<file path="config.mk">
export PLATFORM = sky130hd
export DESIGN_NAME = flash_program_erase_timing
export DESIGN_NICKNAME = d
export VERILOG_FILES = /design/src/flash_timing_pkg.sv /design/src/prescaled_down_counter.sv /design/src/flash_program_erase_timing.sv
export SDC_FILE = /design/constraint.sdc
export NUM_CORES = 1
export LEC_CHECK = 0
export BUFFER_PORTS_ARGS = -buffer_cell sky130_fd_sc_hd__buf_2
export CAP_MARGIN = 20
export CORE_MARGIN = 2
export CORE_UTILIZATION = 55
export CTS_CLUSTER_DIAMETER = 150
export DETAILED_ROUTE_END_ITERATION = 7
export PLACE_DENSITY = 0.82
export SLEW_MARGIN = 20
export SYNTH_ARGS = -nofsm -noshare
export SYNTH_HDL_FRONTEND = slang
export SYNTH_SLANG_ARGS = --single-unit
export TNS_END_PERCENT = 20
</file>
<file path="constraint.sdc">
create_clock -name clk_sys -period 7.9 [get_ports clk_sys]
set_input_delay 0.395 -clock clk_sys [delete_from_list [all_inputs] [get_ports clk_sys]]
set_output_delay 0.395 -clock clk_sys [all_outputs]
set_load 0.005 [all_outputs]
</file>
<file path="src/flash_timing_pkg.sv">
// Constants, types and timing figures for the flash program/erase timing generator.
//
// Behaviour
// - Program pulse lasts clock period x (prescale+1) x (program count+1).
// - Erase pulse lasts clock period x (prescale+1) x 4 x (erase count+1).
// - Start delay lasts clock period x (prescale+1) x (start count+1).
// - Transition interval lasts clock period x (prescale+1) x (transition count+1).
// - End delay lasts clock period x (prescale+1) x (end count+1).
// - Data memory has its own six timing values, used with identical formulas.
// - Program-memory address held, new address set up, at least 2 clocks.
// - Charge pump enable held at least 1 clock around each operation.
// - ISP memory uses the data-memory timing values, no set of its own.
package flash_timing_pkg;

  localparam int PRESCALE_W       = 8;
  localparam int COUNT_W          = 8;
  localparam int ADDR_W           = 16;
  localparam int ERASE_SHIFT      = 2;   // Erase pulse runs four times (count+1) ticks.
  localparam int ERASE_W          = COUNT_W + ERASE_SHIFT;
  localparam int CYC_W            = PRESCALE_W + ERASE_W + 1;
  localparam int ADDR_HOLD_CYCLES = 2;
  localparam int PUMP_HOLD_CYCLES = 1;

  // Clock and the printed windows that software must meet.
  localparam int CLK_PERIOD_NS    = 10;
  localparam int PROG_MIN_NS      = 30000;
  localparam int PROG_MAX_NS      = 40000;
  localparam int ERASE_MIN_NS     = 1000000;
  localparam int START_MIN_NS     = 10000;
  localparam int TRAN_MIN_NS      = 5000;
  localparam int END_MIN_NS       = 5000;
  localparam int PROG_MIN_CYCLES  = (PROG_MIN_NS + CLK_PERIOD_NS - 1) / CLK_PERIOD_NS;
  localparam int PROG_MAX_CYCLES  = PROG_MAX_NS / CLK_PERIOD_NS;
  localparam int ERASE_MIN_CYCLES = (ERASE_MIN_NS + CLK_PERIOD_NS - 1) / CLK_PERIOD_NS;
  localparam int START_MIN_CYCLES = (START_MIN_NS + CLK_PERIOD_NS - 1) / CLK_PERIOD_NS;
  localparam int TRAN_MIN_CYCLES  = (TRAN_MIN_NS + CLK_PERIOD_NS - 1) / CLK_PERIOD_NS;
  localparam int END_MIN_CYCLES   = (END_MIN_NS + CLK_PERIOD_NS - 1) / CLK_PERIOD_NS;

  typedef enum logic [1:0] {
    ARRAY_PMEM,
    ARRAY_DMEM,
    ARRAY_ISP
  } array_sel_t;

  typedef enum logic {
    OP_PROGRAM,
    OP_ERASE
  } flash_op_t;

  // One array's set of timing values.
  typedef struct packed {
    logic [PRESCALE_W-1:0] timing_prescale_value;
    logic [COUNT_W-1:0]    program_pulse_count;
    logic [COUNT_W-1:0]    erase_pulse_count;
    logic [COUNT_W-1:0]    start_delay_count;
    logic [COUNT_W-1:0]    transition_delay_count;
    logic [COUNT_W-1:0]    end_delay_count;
  } timing_set_t;

  // An operation request.
  typedef struct packed {
    array_sel_t        array;
    flash_op_t         op;
    logic [ADDR_W-1:0] addr;
  } op_request_t;

endpackage

</file>
<file path="src/prescaled_down_counter.sv">
// Prescaled down-counter that times one phase of a flash operation.
`timescale 1ns/1ps
module prescaled_down_counter (
  input  wire logic                                    clk_sys,
  input  wire logic                                    rst,
  input  wire logic                                    load,
  input  wire logic [flash_timing_pkg::PRESCALE_W-1:0] prescale,
  input  wire logic [flash_timing_pkg::ERASE_W-1:0]    count,
  output logic                                         expire
);
  import flash_timing_pkg::*;

  logic [PRESCALE_W-1:0] pre;
  logic [PRESCALE_W-1:0] next_pre;
  logic [ERASE_W-1:0]    cnt;
  logic [ERASE_W-1:0]    next_cnt;
  logic                  running;
  logic                  next_running;
  logic                  next_expire;

  // Each tick takes prescale+1 clocks; the phase ends after count+1 ticks.
  always_comb begin
    next_pre     = pre;
    next_cnt     = cnt;
    next_running = running;
    next_expire  = 1'b0;
    if (load) begin
      next_pre     = prescale;
      next_cnt     = count;
      next_running = 1'b1;
    end else if (running) begin
      if (pre != '0) begin
        next_pre = pre - 1'b1;
      end else begin
        next_pre = prescale;
        if (cnt == '0) begin
          next_running = 1'b0;
          next_expire  = 1'b1;
        end else begin
          next_cnt = cnt - 1'b1;
        end
      end
    end
  end

  // Registers the counter state.
  always_ff @(posedge clk_sys) begin
    if (rst) begin
      pre     <= '0;
      cnt     <= '0;
      running <= 1'b0;
      expire  <= 1'b0;
    end else begin
      pre     <= next_pre;
      cnt     <= next_cnt;
      running <= next_running;
      expire  <= next_expire;
    end
  end

endmodule // prescaled_down_counter

</file>
<file path="src/flash_program_erase_timing.sv">
// Sequencer that times charge pump, program and erase pulses for the flash arrays.
`timescale 1ns/1ps
module flash_program_erase_timing #(
  parameter int ADDR_HOLD       = flash_timing_pkg::ADDR_HOLD_CYCLES,
  parameter int PROG_MIN_CYC    = flash_timing_pkg::PROG_MIN_CYCLES,
  parameter int PROG_MAX_CYC    = flash_timing_pkg::PROG_MAX_CYCLES,
  parameter int ERASE_MIN_CYC   = flash_timing_pkg::ERASE_MIN_CYCLES,
  parameter int START_MIN_CYC   = flash_timing_pkg::START_MIN_CYCLES,
  parameter int TRAN_MIN_CYC    = flash_timing_pkg::TRAN_MIN_CYCLES,
  parameter int END_MIN_CYC     = flash_timing_pkg::END_MIN_CYCLES
) (
  input  wire logic                                    clk_sys,
  input  wire logic                                    rst,
  input  wire logic [flash_timing_pkg::PRESCALE_W-1:0] pmem_prescale_reg,
  input  wire logic [flash_timing_pkg::COUNT_W-1:0]    pmem_program_time_reg,
  input  wire logic [flash_timing_pkg::COUNT_W-1:0]    pmem_erase_time_reg,
  input  wire logic [flash_timing_pkg::COUNT_W-1:0]    pmem_start_time_reg,
  input  wire logic [flash_timing_pkg::COUNT_W-1:0]    pmem_transition_time_reg,
  input  wire logic [flash_timing_pkg::COUNT_W-1:0]    pmem_end_time_reg,
  input  wire logic [flash_timing_pkg::PRESCALE_W-1:0] dmem_prescale_reg,
  input  wire logic [flash_timing_pkg::COUNT_W-1:0]    dmem_program_time_reg,
  input  wire logic [flash_timing_pkg::COUNT_W-1:0]    dmem_erase_time_reg,
  input  wire logic [flash_timing_pkg::COUNT_W-1:0]    dmem_start_time_reg,
  input  wire logic [flash_timing_pkg::COUNT_W-1:0]    dmem_transition_time_reg,
  input  wire logic [flash_timing_pkg::COUNT_W-1:0]    dmem_end_time_reg,
  input  wire logic                                    op_start,
  input  wire flash_timing_pkg::op_request_t           op_request,
  output logic                                         busy,
  output logic                                         op_done,
  output logic                                         op_refused,
  output logic                                         timing_warning,
  output logic                                         pump_enable,
  output logic                                         program_pulse,
  output logic                                         erase_pulse,
  output flash_timing_pkg::array_sel_t                 array_select,
  output logic [flash_timing_pkg::ADDR_W-1:0]          flash_addr
);
  import flash_timing_pkg::*;

  typedef enum {
    ST_IDLE,
    ST_PUMP_LEAD,
    ST_START,
    ST_TRAN_IN,
    ST_PULSE,
    ST_TRAN_OUT,
    ST_END,
    ST_PUMP_TRAIL,
    ST_ADDR_GAP
  } seq_state_t;

  localparam logic [1:0] GAP_LAST = 2'(ADDR_HOLD - 1);

  // Cycles taken by a phase: (prescale+1) x (count+1).
  function automatic logic [CYC_W-1:0] phase_cycles(input logic [PRESCALE_W-1:0] p,
                                                    input logic [ERASE_W-1:0]    c);
    phase_cycles = CYC_W'((CYC_W'(p) + 1'b1) * (CYC_W'(c) + 1'b1));
  endfunction

  // Erase count scaled by four: 4 x (n+1) - 1 ticks below the top.
  function automatic logic [ERASE_W-1:0] erase_ticks(input logic [COUNT_W-1:0] n);
    erase_ticks = {n, {ERASE_SHIFT{1'b1}}};
  endfunction

  timing_set_t pmem_set;
  timing_set_t dmem_set;
  timing_set_t sel_set;
  timing_set_t op_set;
  timing_set_t next_op_set;
  seq_state_t  state;
  seq_state_t  next_state;
  flash_op_t   op_kind;
  flash_op_t   next_op_kind;
  logic [1:0]  gap_cnt;
  logic [1:0]  next_gap_cnt;
  logic        timer_load;
  logic [ERASE_W-1:0] timer_count;
  logic        timer_expire;
  logic        warn_now;
  logic        next_busy;
  logic        next_op_done;
  logic        next_op_refused;
  logic        next_timing_warning;
  logic        next_pump_enable;
  logic        next_program_pulse;
  logic        next_erase_pulse;
  array_sel_t  next_array_select;
  logic [ADDR_W-1:0] next_flash_addr;

  // Two register sets; ISP memory shares the data-memory set.
  assign pmem_set = '{pmem_prescale_reg, pmem_program_time_reg, pmem_erase_time_reg,
                      pmem_start_time_reg, pmem_transition_time_reg, pmem_end_time_reg};
  assign dmem_set = '{dmem_prescale_reg, dmem_program_time_reg, dmem_erase_time_reg,
                      dmem_start_time_reg, dmem_transition_time_reg, dmem_end_time_reg};
  assign sel_set  = (op_request.array == ARRAY_PMEM) ? pmem_set : dmem_set;

  // Flags a requested set that misses the windows software must meet.
  always_comb begin
    warn_now = 1'b0;
    if (op_request.op == OP_PROGRAM) begin
      if (phase_cycles(sel_set.timing_prescale_value,
                       ERASE_W'(sel_set.program_pulse_count)) < CYC_W'(PROG_MIN_CYC) ||
          phase_cycles(sel_set.timing_prescale_value,
                       ERASE_W'(sel_set.program_pulse_count)) > CYC_W'(PROG_MAX_CYC)) begin
        warn_now = 1'b1;
      end
    end else if (phase_cycles(sel_set.timing_prescale_value,
                              erase_ticks(sel_set.erase_pulse_count))
                 < CYC_W'(ERASE_MIN_CYC)) begin
      warn_now = 1'b1;
    end
    if (phase_cycles(sel_set.timing_prescale_value,
                     ERASE_W'(sel_set.start_delay_count)) < CYC_W'(START_MIN_CYC) ||
        phase_cycles(sel_set.timing_prescale_value,
                     ERASE_W'(sel_set.transition_delay_count)) < CYC_W'(TRAN_MIN_CYC) ||
        phase_cycles(sel_set.timing_prescale_value,
                     ERASE_W'(sel_set.end_delay_count)) < CYC_W'(END_MIN_CYC)) begin
      warn_now = 1'b1;
    end
  end

  // Sequencer: pump lead, start, transition, pulse, transition, end, pump trail, gap.
  always_comb begin
    next_state          = state;
    next_op_set         = op_set;
    next_op_kind        = op_kind;
    next_gap_cnt        = gap_cnt;
    next_flash_addr     = flash_addr;
    next_array_select   = array_select;
    next_timing_warning = timing_warning;
    next_op_done        = 1'b0;
    next_op_refused     = 1'b0;
    timer_load          = 1'b0;
    timer_count         = '0;
    case (state)
      ST_IDLE: begin
        if (op_start) begin
          next_op_set         = sel_set;
          next_op_kind        = op_request.op;
          next_flash_addr     = op_request.addr;
          next_array_select   = op_request.array;
          next_timing_warning = warn_now;
          next_state          = ST_PUMP_LEAD;
        end
      end
      ST_PUMP_LEAD: begin
        timer_load  = 1'b1;
        timer_count = ERASE_W'(op_set.start_delay_count);
        next_state  = ST_START;
      end
      ST_START: begin
        if (timer_expire) begin
          timer_load  = 1'b1;
          timer_count = ERASE_W'(op_set.transition_delay_count);
          next_state  = ST_TRAN_IN;
        end
      end
      ST_TRAN_IN: begin
        if (timer_expire) begin
          timer_load = 1'b1;
          if (op_kind == OP_PROGRAM) begin
            timer_count = ERASE_W'(op_set.program_pulse_count);
          end else begin
            timer_count = erase_ticks(op_set.erase_pulse_count);
          end
          next_state = ST_PULSE;
        end
      end
      ST_PULSE: begin
        if (timer_expire) begin
          timer_load  = 1'b1;
          timer_count = ERASE_W'(op_set.transition_delay_count);
          next_state  = ST_TRAN_OUT;
        end
      end
      ST_TRAN_OUT: begin
        if (timer_expire) begin
          timer_load  = 1'b1;
          timer_count = ERASE_W'(op_set.end_delay_count);
          next_state  = ST_END;
        end
      end
      ST_END: begin
        if (timer_expire) begin
          next_state = ST_PUMP_TRAIL;
        end
      end
      ST_PUMP_TRAIL: begin
        next_gap_cnt = '0;
        next_op_done = 1'b1;
        next_state   = ST_ADDR_GAP;
      end
      ST_ADDR_GAP: begin
        // Address stays put for the hold time before a new one is accepted.
        if (gap_cnt == GAP_LAST) begin
          next_state = ST_IDLE;
        end else begin
          next_gap_cnt = gap_cnt + 1'b1;
        end
      end
      default: begin
        next_state = ST_IDLE;
      end
    endcase
    if (op_start && state != ST_IDLE) begin
      next_op_refused = 1'b1;
    end
  end

  // Output levels follow the next state so that they leave flip-flops aligned to it.
  // The pulse phase lasts one cycle more than its formula because the timer's expire is
  // registered, so the pulse outputs skip the phase's first cycle and stand exactly as long.
  always_comb begin
    next_busy          = (next_state != ST_IDLE);
    next_pump_enable   = (next_state != ST_IDLE) && (next_state != ST_ADDR_GAP);
    next_program_pulse = (state == ST_PULSE) && (next_state == ST_PULSE)
                         && (op_kind == OP_PROGRAM);
    next_erase_pulse   = (state == ST_PULSE) && (next_state == ST_PULSE)
                         && (op_kind == OP_ERASE);
  end

  // Shared phase timer, reloaded on entry to each timed phase, start through end.
  prescaled_down_counter phase_timer (
    .clk_sys  (clk_sys),
    .rst      (rst),
    .load     (timer_load),
    .prescale (op_set.timing_prescale_value),
    .count    (timer_count),
    .expire   (timer_expire)
  );

  // Registers the sequencer and all outputs.
  always_ff @(posedge clk_sys) begin
    if (rst) begin
      state          <= ST_IDLE;
      op_set         <= '0;
      op_kind        <= OP_PROGRAM;
      gap_cnt        <= '0;
      busy           <= 1'b0;
      op_done        <= 1'b0;
      op_refused     <= 1'b0;
      timing_warning <= 1'b0;
      pump_enable    <= 1'b0;
      program_pulse  <= 1'b0;
      erase_pulse    <= 1'b0;
      array_select   <= ARRAY_PMEM;
      flash_addr     <= '0;
    end else begin
      state          <= next_state;
      op_set         <= next_op_set;
      op_kind        <= next_op_kind;
      gap_cnt        <= next_gap_cnt;
      busy           <= next_busy;
      op_done        <= next_op_done;
      op_refused     <= next_op_refused;
      timing_warning <= next_timing_warning;
      pump_enable    <= next_pump_enable;
      program_pulse  <= next_program_pulse;
      erase_pulse    <= next_erase_pulse;
      array_select   <= next_array_select;
      flash_addr     <= next_flash_addr;
    end
  end

endmodule // flash_program_erase_timing

</file>
After elaboration in Yosys (flattened, before gate mapping)
Cells that the tools add are included.

word-level totals
  logic and storage cells = 117
  bits of input ports = 118
  output and inout port bits = 25
  register bits after elaboration = 128

operators by class
  order comparisons = 6
  reduce and logical (&&, ||, !) cells = 22
  multipliers = 5
  bitwise logic cells = 2
  $add $sub $neg = 9
  mux-type cells = 36
  equality and inequality tests = 15

operator list
  cell                    number
  $pmux W32 S9            1
  $mux W32                7
  $eq A32 B3 Y1 const B   4
  $eq A32 B4 Y1 const B   3
  $eq A32 B2 Y1 const B   2
  $reduce_bool A32 Y1     2
  $mux W10                6
  $mul A19 B9 Y19         3
  $mux W48                1
  $add A8 B1 Y9 const B   5
  $mux W8                 5
  $pmux W10 S4            1
  $eq A32 B1 Y1 const B   1
  $logic_not A32 Y1       1
  $ne A32 B5 Y1 const B   1
  $gt A19 B12 Y1 const B  1
  $lt A19 B10 Y1 const B  1
  $lt A19 B12 Y1 const B  1
  $lt A19 B17 Y1 const B  1
  $lt A19 B9 Y1 const B   1
  $mul A19 B11 Y19        1
  $lt A18 B9 Y1 const B   1
  $mul A9 B9 Y18          1
  $mux W1                 12
  other kinds (21)        32

Depth between registers and ports, before layout
  depth in word-level cells = 9
  mapped depth = 32

By module
From an unflattened synthesis, not the netlist that was laid out.

second synthesis, totals
  cells, all modules = 2462
  area, all modules = 19751.4 µm²

modules (own cells, without submodules)
  module                      seq. area each (µm²)  instances  area each (µm²)  cells an instance
  flash_program_erase_timing  2162.1                1          18479.0          2306
  prescaled_down_counter      400.4                 1          1272.5           156

Worst setup path after synthesis
OpenSTA, ideal clock, no wires.

  path kind = input to register
  from = input op_request[17] (netlist name)
  to = register timing_warning
  buffers on the path = 3
  stages = 27
  slack = 1.023 ns
  arrival = 6.803 ns
  library setup time = 0.074 ns
  cells stage by stage = buf_4 > nor2_8 > mux2i_4 > inv_2 > clkbuf_1 > ha_1 > and2_1 > xnor2_1 > clkbuf_1 > nand2_1 > fa_1 > inv_1 > fa_1 > fa_1 > inv_1 > fa_1 > inv_1 > ha_1 > and3_4 > a2111oi_4 > o21ai_2 > a21o_1 > nor2_2 > xor2_1 > a31oi_1 > or4_1 > a31oi_1

RTL lines
  what                  RTL line                           source
  from (decl)           flash_program_erase_timing.sv:27   input wire flash_timing_pkg::op_request_t op_request,
  to (signal assigned)  flash_program_erase_timing.sv:256  timing_warning <= next_timing_warning;
  to (decl)             flash_program_erase_timing.sv:31   output logic timing_warning,

Worst setup path after layout
  from = input op_request[17] (netlist name)
  to = register timing_warning

between the ends
  cells in the longest elaborated chain, start to end = 9

RTL lines
  what                                              RTL line                                                              source
  $logic_not A2 Y1 *                                flash_program_erase_timing.sv:95                                      assign sel_set = (op_request.array == ARRAY_PMEM) ? pmem_set : dmem_set;
  $mux W48 *                                        flash_program_erase_timing.sv:95
  $add A8 B1 Y9                                     flash_program_erase_timing.sv:57                                      phase_cycles = CYC_W'((CYC_W'(p) + 1'b1) * (CYC_W'(c) + 1'b1));
  $mul A19 B9 Y19                                   flash_program_erase_timing.sv:57
  $lt A19 B12 Y1 or $gt A19 B12 Y1 (tied branches)  flash_program_erase_timing.sv:102, flash_program_erase_timing.sv:104
  $logic_or A1 B1 Y1                                flash_program_erase_timing.sv:102                                     ERASE_W'(sel_set.program_pulse_count)) < CYC_W'(PROG_MIN_CYC) ||
  $mux W1                                           flash_program_erase_timing.sv:101                                     if (phase_cycles(sel_set.timing_prescale_value,
  $mux W1                                           flash_program_erase_timing.sv:100                                     if (op_request.op == OP_PROGRAM) begin
  $mux W1 *                                         flash_program_erase_timing.sv:112                                     if (phase_cycles(sel_set.timing_prescale_value,

Mark *: on every way between the ends. The rest lies on a longest branch, timed or not.
A chain may end at the register's enable or synchronous reset.

==> Flow_metrics.wiki <==
{| class="wikitable"
! Metric !! Value
|-
| Outcome || completed
|-
| Sequential group share of total power || 10.5%
|-
| Kind of path behind the tightest hold check || in -> reg
|-
| Filler instances || 3013
|-
| Crit-path leading delay family || adder cells
|-
| Final setup skew || 0.01051 ns
|-
| Share of flip-flops with an asynchronous set or reset after synthesis || 0%
|-
| Number of vias per cell after detailed routing || 5.749
|-
| Final-stage net count || 3164
|-
| Number of slew-limit violations in the final report || 0
|-
| Cell area after technology mapping || 0.01969 sq mm
|-
| Crit-path slowest cell || sky130_fd_sc_hd__fa_1
|-
| Fraction of layout cells with a size suffix above 1 || 11.78%
|-
| Maxcap violations || 0
|-
| Leakage power of the design || 10.97 nW
|-
| RSZ-0062 raised after global routing || no
|-
| Switch Pwr || 0.003129 W
|-
| Number of buffers on the longest clock path || 2
|-
| Share of the clock period used by the worst path after layout || 89.12%
|-
| Total core area || 0.03540 sq mm
|-
| Sequential share of the synthesized area || 13.01%
|-
| Class of the most critical setup path || in -> reg
|-
| Most common flop cell mapped by yosys || sky130_fd_sc_hd__dfxtp_1
|-
| Internal power contribution || 0.003106 W
|-
| Count of distinct cell types in the synthesized netlist || 83
|-
| Wire length of the first global-routing pass || 87460 um
|-
| Period minus WS final || 7.040 ns
|-
| Fmax achieved || 0.1420 GHz
|-
| Final worst slack || 0.8597 ns
|-
| First-pass detailed-route iteration total || 6
|-
| Starting density of the core || 55.63%
|-
| Total global routing overflow || 0
|-
| Maximum number of pins on one net before global-route repair || 100
|-
| Post-route cell area || 0.02178 sq mm
|-
| Wirelength per Cell || 17.22 um
|-
| Critical path arrival || 7.41 ns
|-
| Number of gates resized after cts || 0
|-
| Starting DRC count in detailed routing || 1418
|-
| Vias in the first global route || 17800
|-
| Peak supply drop || 318.9 uV
|-
| Top library cells by usage in the layout, fill and taps aside || 408 x sky130_fd_sc_hd__inv_1, 309 x sky130_fd_sc_hd__nor2_1, 284 x sky130_fd_sc_hd__nand2_1
|-
| Count of boundary I/O pins || 143
|-
| Count of buffers added by post-CTS timing repair for setup || 0
|-
| Area enclosed by the die boundary || 0.03733 sq mm
|-
| Drt total wl || 52910 um
|-
| Startpoint type of the worst setup path || input port
|-
| Number of enable flip-flop cells after synthesis || 0
|-
| Type of element capturing the critical path || register
|-
| Estimated wirelength of the detail-placed design || 42120 um
|-
| Detail Route Antenna Nets || 0
|-
| Num CTS Buffers || 17
|-
| Worst setup slack before clock tree synthesis || 0.5348 ns
|-
| Antenna violations before repair || 5
|-
| CP cell instances || buf_2 -> or2_1 -> buf_4 -> a31oi_1 -> nor3_1 -> nand2_1 -> a21oi_1 -> nand2_1 -> fa_1 -> fa_1 -> inv_1 -> fa_1 -> inv_1 -> fa_1 -> inv_1 -> ha_1 -> a21oi_1 -> o22ai_1 -> o41ai_1 -> o21ai_0 -> xor2_1 -> nor4_1 -> a311oi_1 -> a31oi_1
|-
| Total of buffers placed on input and output ports || 142
|-
| Crit path largest cell delay || 0.57 ns
|-
| Most common cell after layout, fill and taps aside || sky130_fd_sc_hd__inv_1
|-
| Placement Rows || 69
|-
| Worst relative slew slack || 21.91%
|-
| Clock slew seen by the registers of the worst setup and hold paths || 0.07 ns
|-
| Least-Margin Pin Slew || 1.166 ns
|-
| Final hold vios || 0
|-
| Gp weighted congestion || 0.9646
|-
| Clk sink count || 128
|-
| Total global routing track utilization || 28.59%
|-
| Data required time at the worst endpoint || 8.27 ns
|-
| Die height || 193.2 um
|-
| Post-synthesis register bit count || 128
|-
| Accumulated negative setup slack || 0 ns
|-
| Final Util || 61.53%
|-
| Clock Latency Late Sink || 0.43 ns
|-
| Combinational share of power || 76.6%
|-
| H-tree depth || 4
|-
| CTS tree || done
|-
| Placed instance area || 0.02118 sq mm
|-
| CP Max Fanout || 14
|-
| Most prevalent standard cell on the critical path || sky130_fd_sc_hd__fa_1
|-
| Clock root buffer master || sky130_fd_sc_hd__clkbuf_16
|-
| Count of vias placed by the detailed router || 17660
|-
| Synthesis-to-finish area growth || 10.60%
|-
| DRC Markers || 0
|-
| Total power per unit cell area || 286.3 mW/mm^2
|-
| Hold-fix buffers, CTS || 0
|-
| Yosys Warn Count || 0
|-
| Sw frac || 50.19%
|-
| Worst hold slack after final layout || 0.2080 ns
|-
| Avg Cell Area, Syn || 8.081 sq um
|-
| Final setup violation count || 0
|-
| Share of total power in the clock network || 12.8%
|-
| Number of cells produced by synthesis || 2437
|-
| Die width || 193.2 um
|-
| Worst Path Buf+Inv || 5
|}
[cell usage after synthesis, types with 5 or more instances]
library cell                  n  area share (%)
sky130_fd_sc_hd__o21bai_1     9            0.34
sky130_fd_sc_hd__nand2_1    284             5.4
sky130_fd_sc_hd__clkbuf_1    60             1.1
sky130_fd_sc_hd__nor2b_1      7            0.22
sky130_fd_sc_hd__a22oi_1     10            0.38
sky130_fd_sc_hd__a21o_1      19            0.72
sky130_fd_sc_hd__nor3_1      37            0.94
sky130_fd_sc_hd__fa_1       249              25
sky130_fd_sc_hd__o2111ai_1    6            0.27
sky130_fd_sc_hd__a221oi_1     6            0.27
sky130_fd_sc_hd__o21a_1       8            0.30
sky130_fd_sc_hd__dfxtp_1    128              13
sky130_fd_sc_hd__or3_1       12            0.38
sky130_fd_sc_hd__o22ai_1      8            0.25
sky130_fd_sc_hd__buf_6        7            0.40
sky130_fd_sc_hd__mux2i_1     47             2.4
sky130_fd_sc_hd__and2_1      29            0.92
sky130_fd_sc_hd__o211ai_1    13            0.50
sky130_fd_sc_hd__buf_1        7            0.13
sky130_fd_sc_hd__o21ai_0     44             1.1
sky130_fd_sc_hd__nor4_2       5            0.32
sky130_fd_sc_hd__mux2_2       8            0.46
sky130_fd_sc_hd__a31oi_1     13            0.41
sky130_fd_sc_hd__buf_2       19            0.48
sky130_fd_sc_hd__a21oi_1    121             3.1
sky130_fd_sc_hd__a211oi_1    57             2.2
sky130_fd_sc_hd__nand3b_1     9            0.34
sky130_fd_sc_hd__xor2_1      36             1.6
sky130_fd_sc_hd__nor2_1     310             5.9
sky130_fd_sc_hd__inv_1      408             7.8
sky130_fd_sc_hd__and3_1      25            0.79
sky130_fd_sc_hd__nor4_1      15            0.48
sky130_fd_sc_hd__nand3_1     33            0.84
sky130_fd_sc_hd__nand4_1     10            0.32
sky130_fd_sc_hd__xnor2_1     46             2.0
sky130_fd_sc_hd__ha_1       204              13
sky130_fd_sc_hd__or2_2       25            0.79
sky130_fd_sc_hd__nand2b_1    30            0.95
[stage by stage]
stage,power [W],instances
global placement,0.005189,3035
floorplan,0.004371,2464
global route,0.006933,3071
CTS,0.006218,3067
detailed placement,0.005380,3035
finish,0.006235,3072
[cells by family (layout without fill, tap and decap cells)]
kind of cell | count (synthesis) | count (layout) | synth area share [%]
other cells | 1 | 33 | 0.01904
simple gates | 858 | 858 | 20.19
fa+ha+maj | 453 | 453 | 38.27
mux | 56 | 56 | 2.961
buf+inv | 505 | 647 | 10.07
compound gates | 353 | 353 | 11.74
xor+xnor | 83 | 83 | 3.730
flops | 128 | 128 | 13.01
[worst paths after layout]
check / startpoint / to / slack (ns) / cells past startpoint
worst max-delay path: op_request[17] / timing_warning / 0.86 / 24
worst min-delay path: op_request[0] / flash_addr[0] / 0.21 / 3
worst max register to register: state[16] / op_set[27] / 4.89 / 7
worst min register to register: flash_addr[9] / flash_addr[9] / 0.45 / 2
[sequential cells by signal (all words and copies together) (netlist names), 2 cells and up]
name	count
phase_timer.cnt	10
state	32
gap_cnt	2
flash_addr	16
op_set	48
array_select	2
phase_timer.pre	8
[layout make-up]
cell class | instances | area [sq um] | share of cell area (%)
antenna | 5 | 12.51 | 0.05745
clock buffer | 17 | 425.4 | 1.953
multi-input combinational | 1831 | 15280 | 70.17
tap | 461 | 576.8 | 2.648
inverter | 409 | 1535 | 7.049
timing repair buffer | 206 | 1219 | 5.595
clock inverter | 15 | 165.2 | 0.7583
sequential | 128 | 2562 | 11.77
[tightest hold or removal path: stages]
cell	delay, ns
sky130_fd_sc_hd__buf_2	0.09
sky130_fd_sc_hd__nand2_1	0.04
sky130_fd_sc_hd__a21oi_1	0.06
[layer usage]
metal / wire length (um) / up-vias / track usage [%]
li1: - / 8144 / -
met1: 20550 / 8562 / 35.77
met2: 25220 / 800 / 47.62
met3: 4497 / 154 / 5.021
met4: 2641 / 0 / 14.45
met5: 0 / - / 0
[power groups by stage]
stage / Clock (W) / Sequential (W) / Combinational, W
2_1_floorplan: 0 / 0.000670 / 0.00370
3_3_place_gp: 0 / 0.000670 / 0.00452
3_5_place_dp: 0 / 0.000671 / 0.00471
4_1_cts: 0.000805 / 0.000656 / 0.00476
5_1_grt: 0.000831 / 0.000657 / 0.00545
6_report: 0.000801 / 0.000656 / 0.00478
Power figures use the tool's default switching activity.
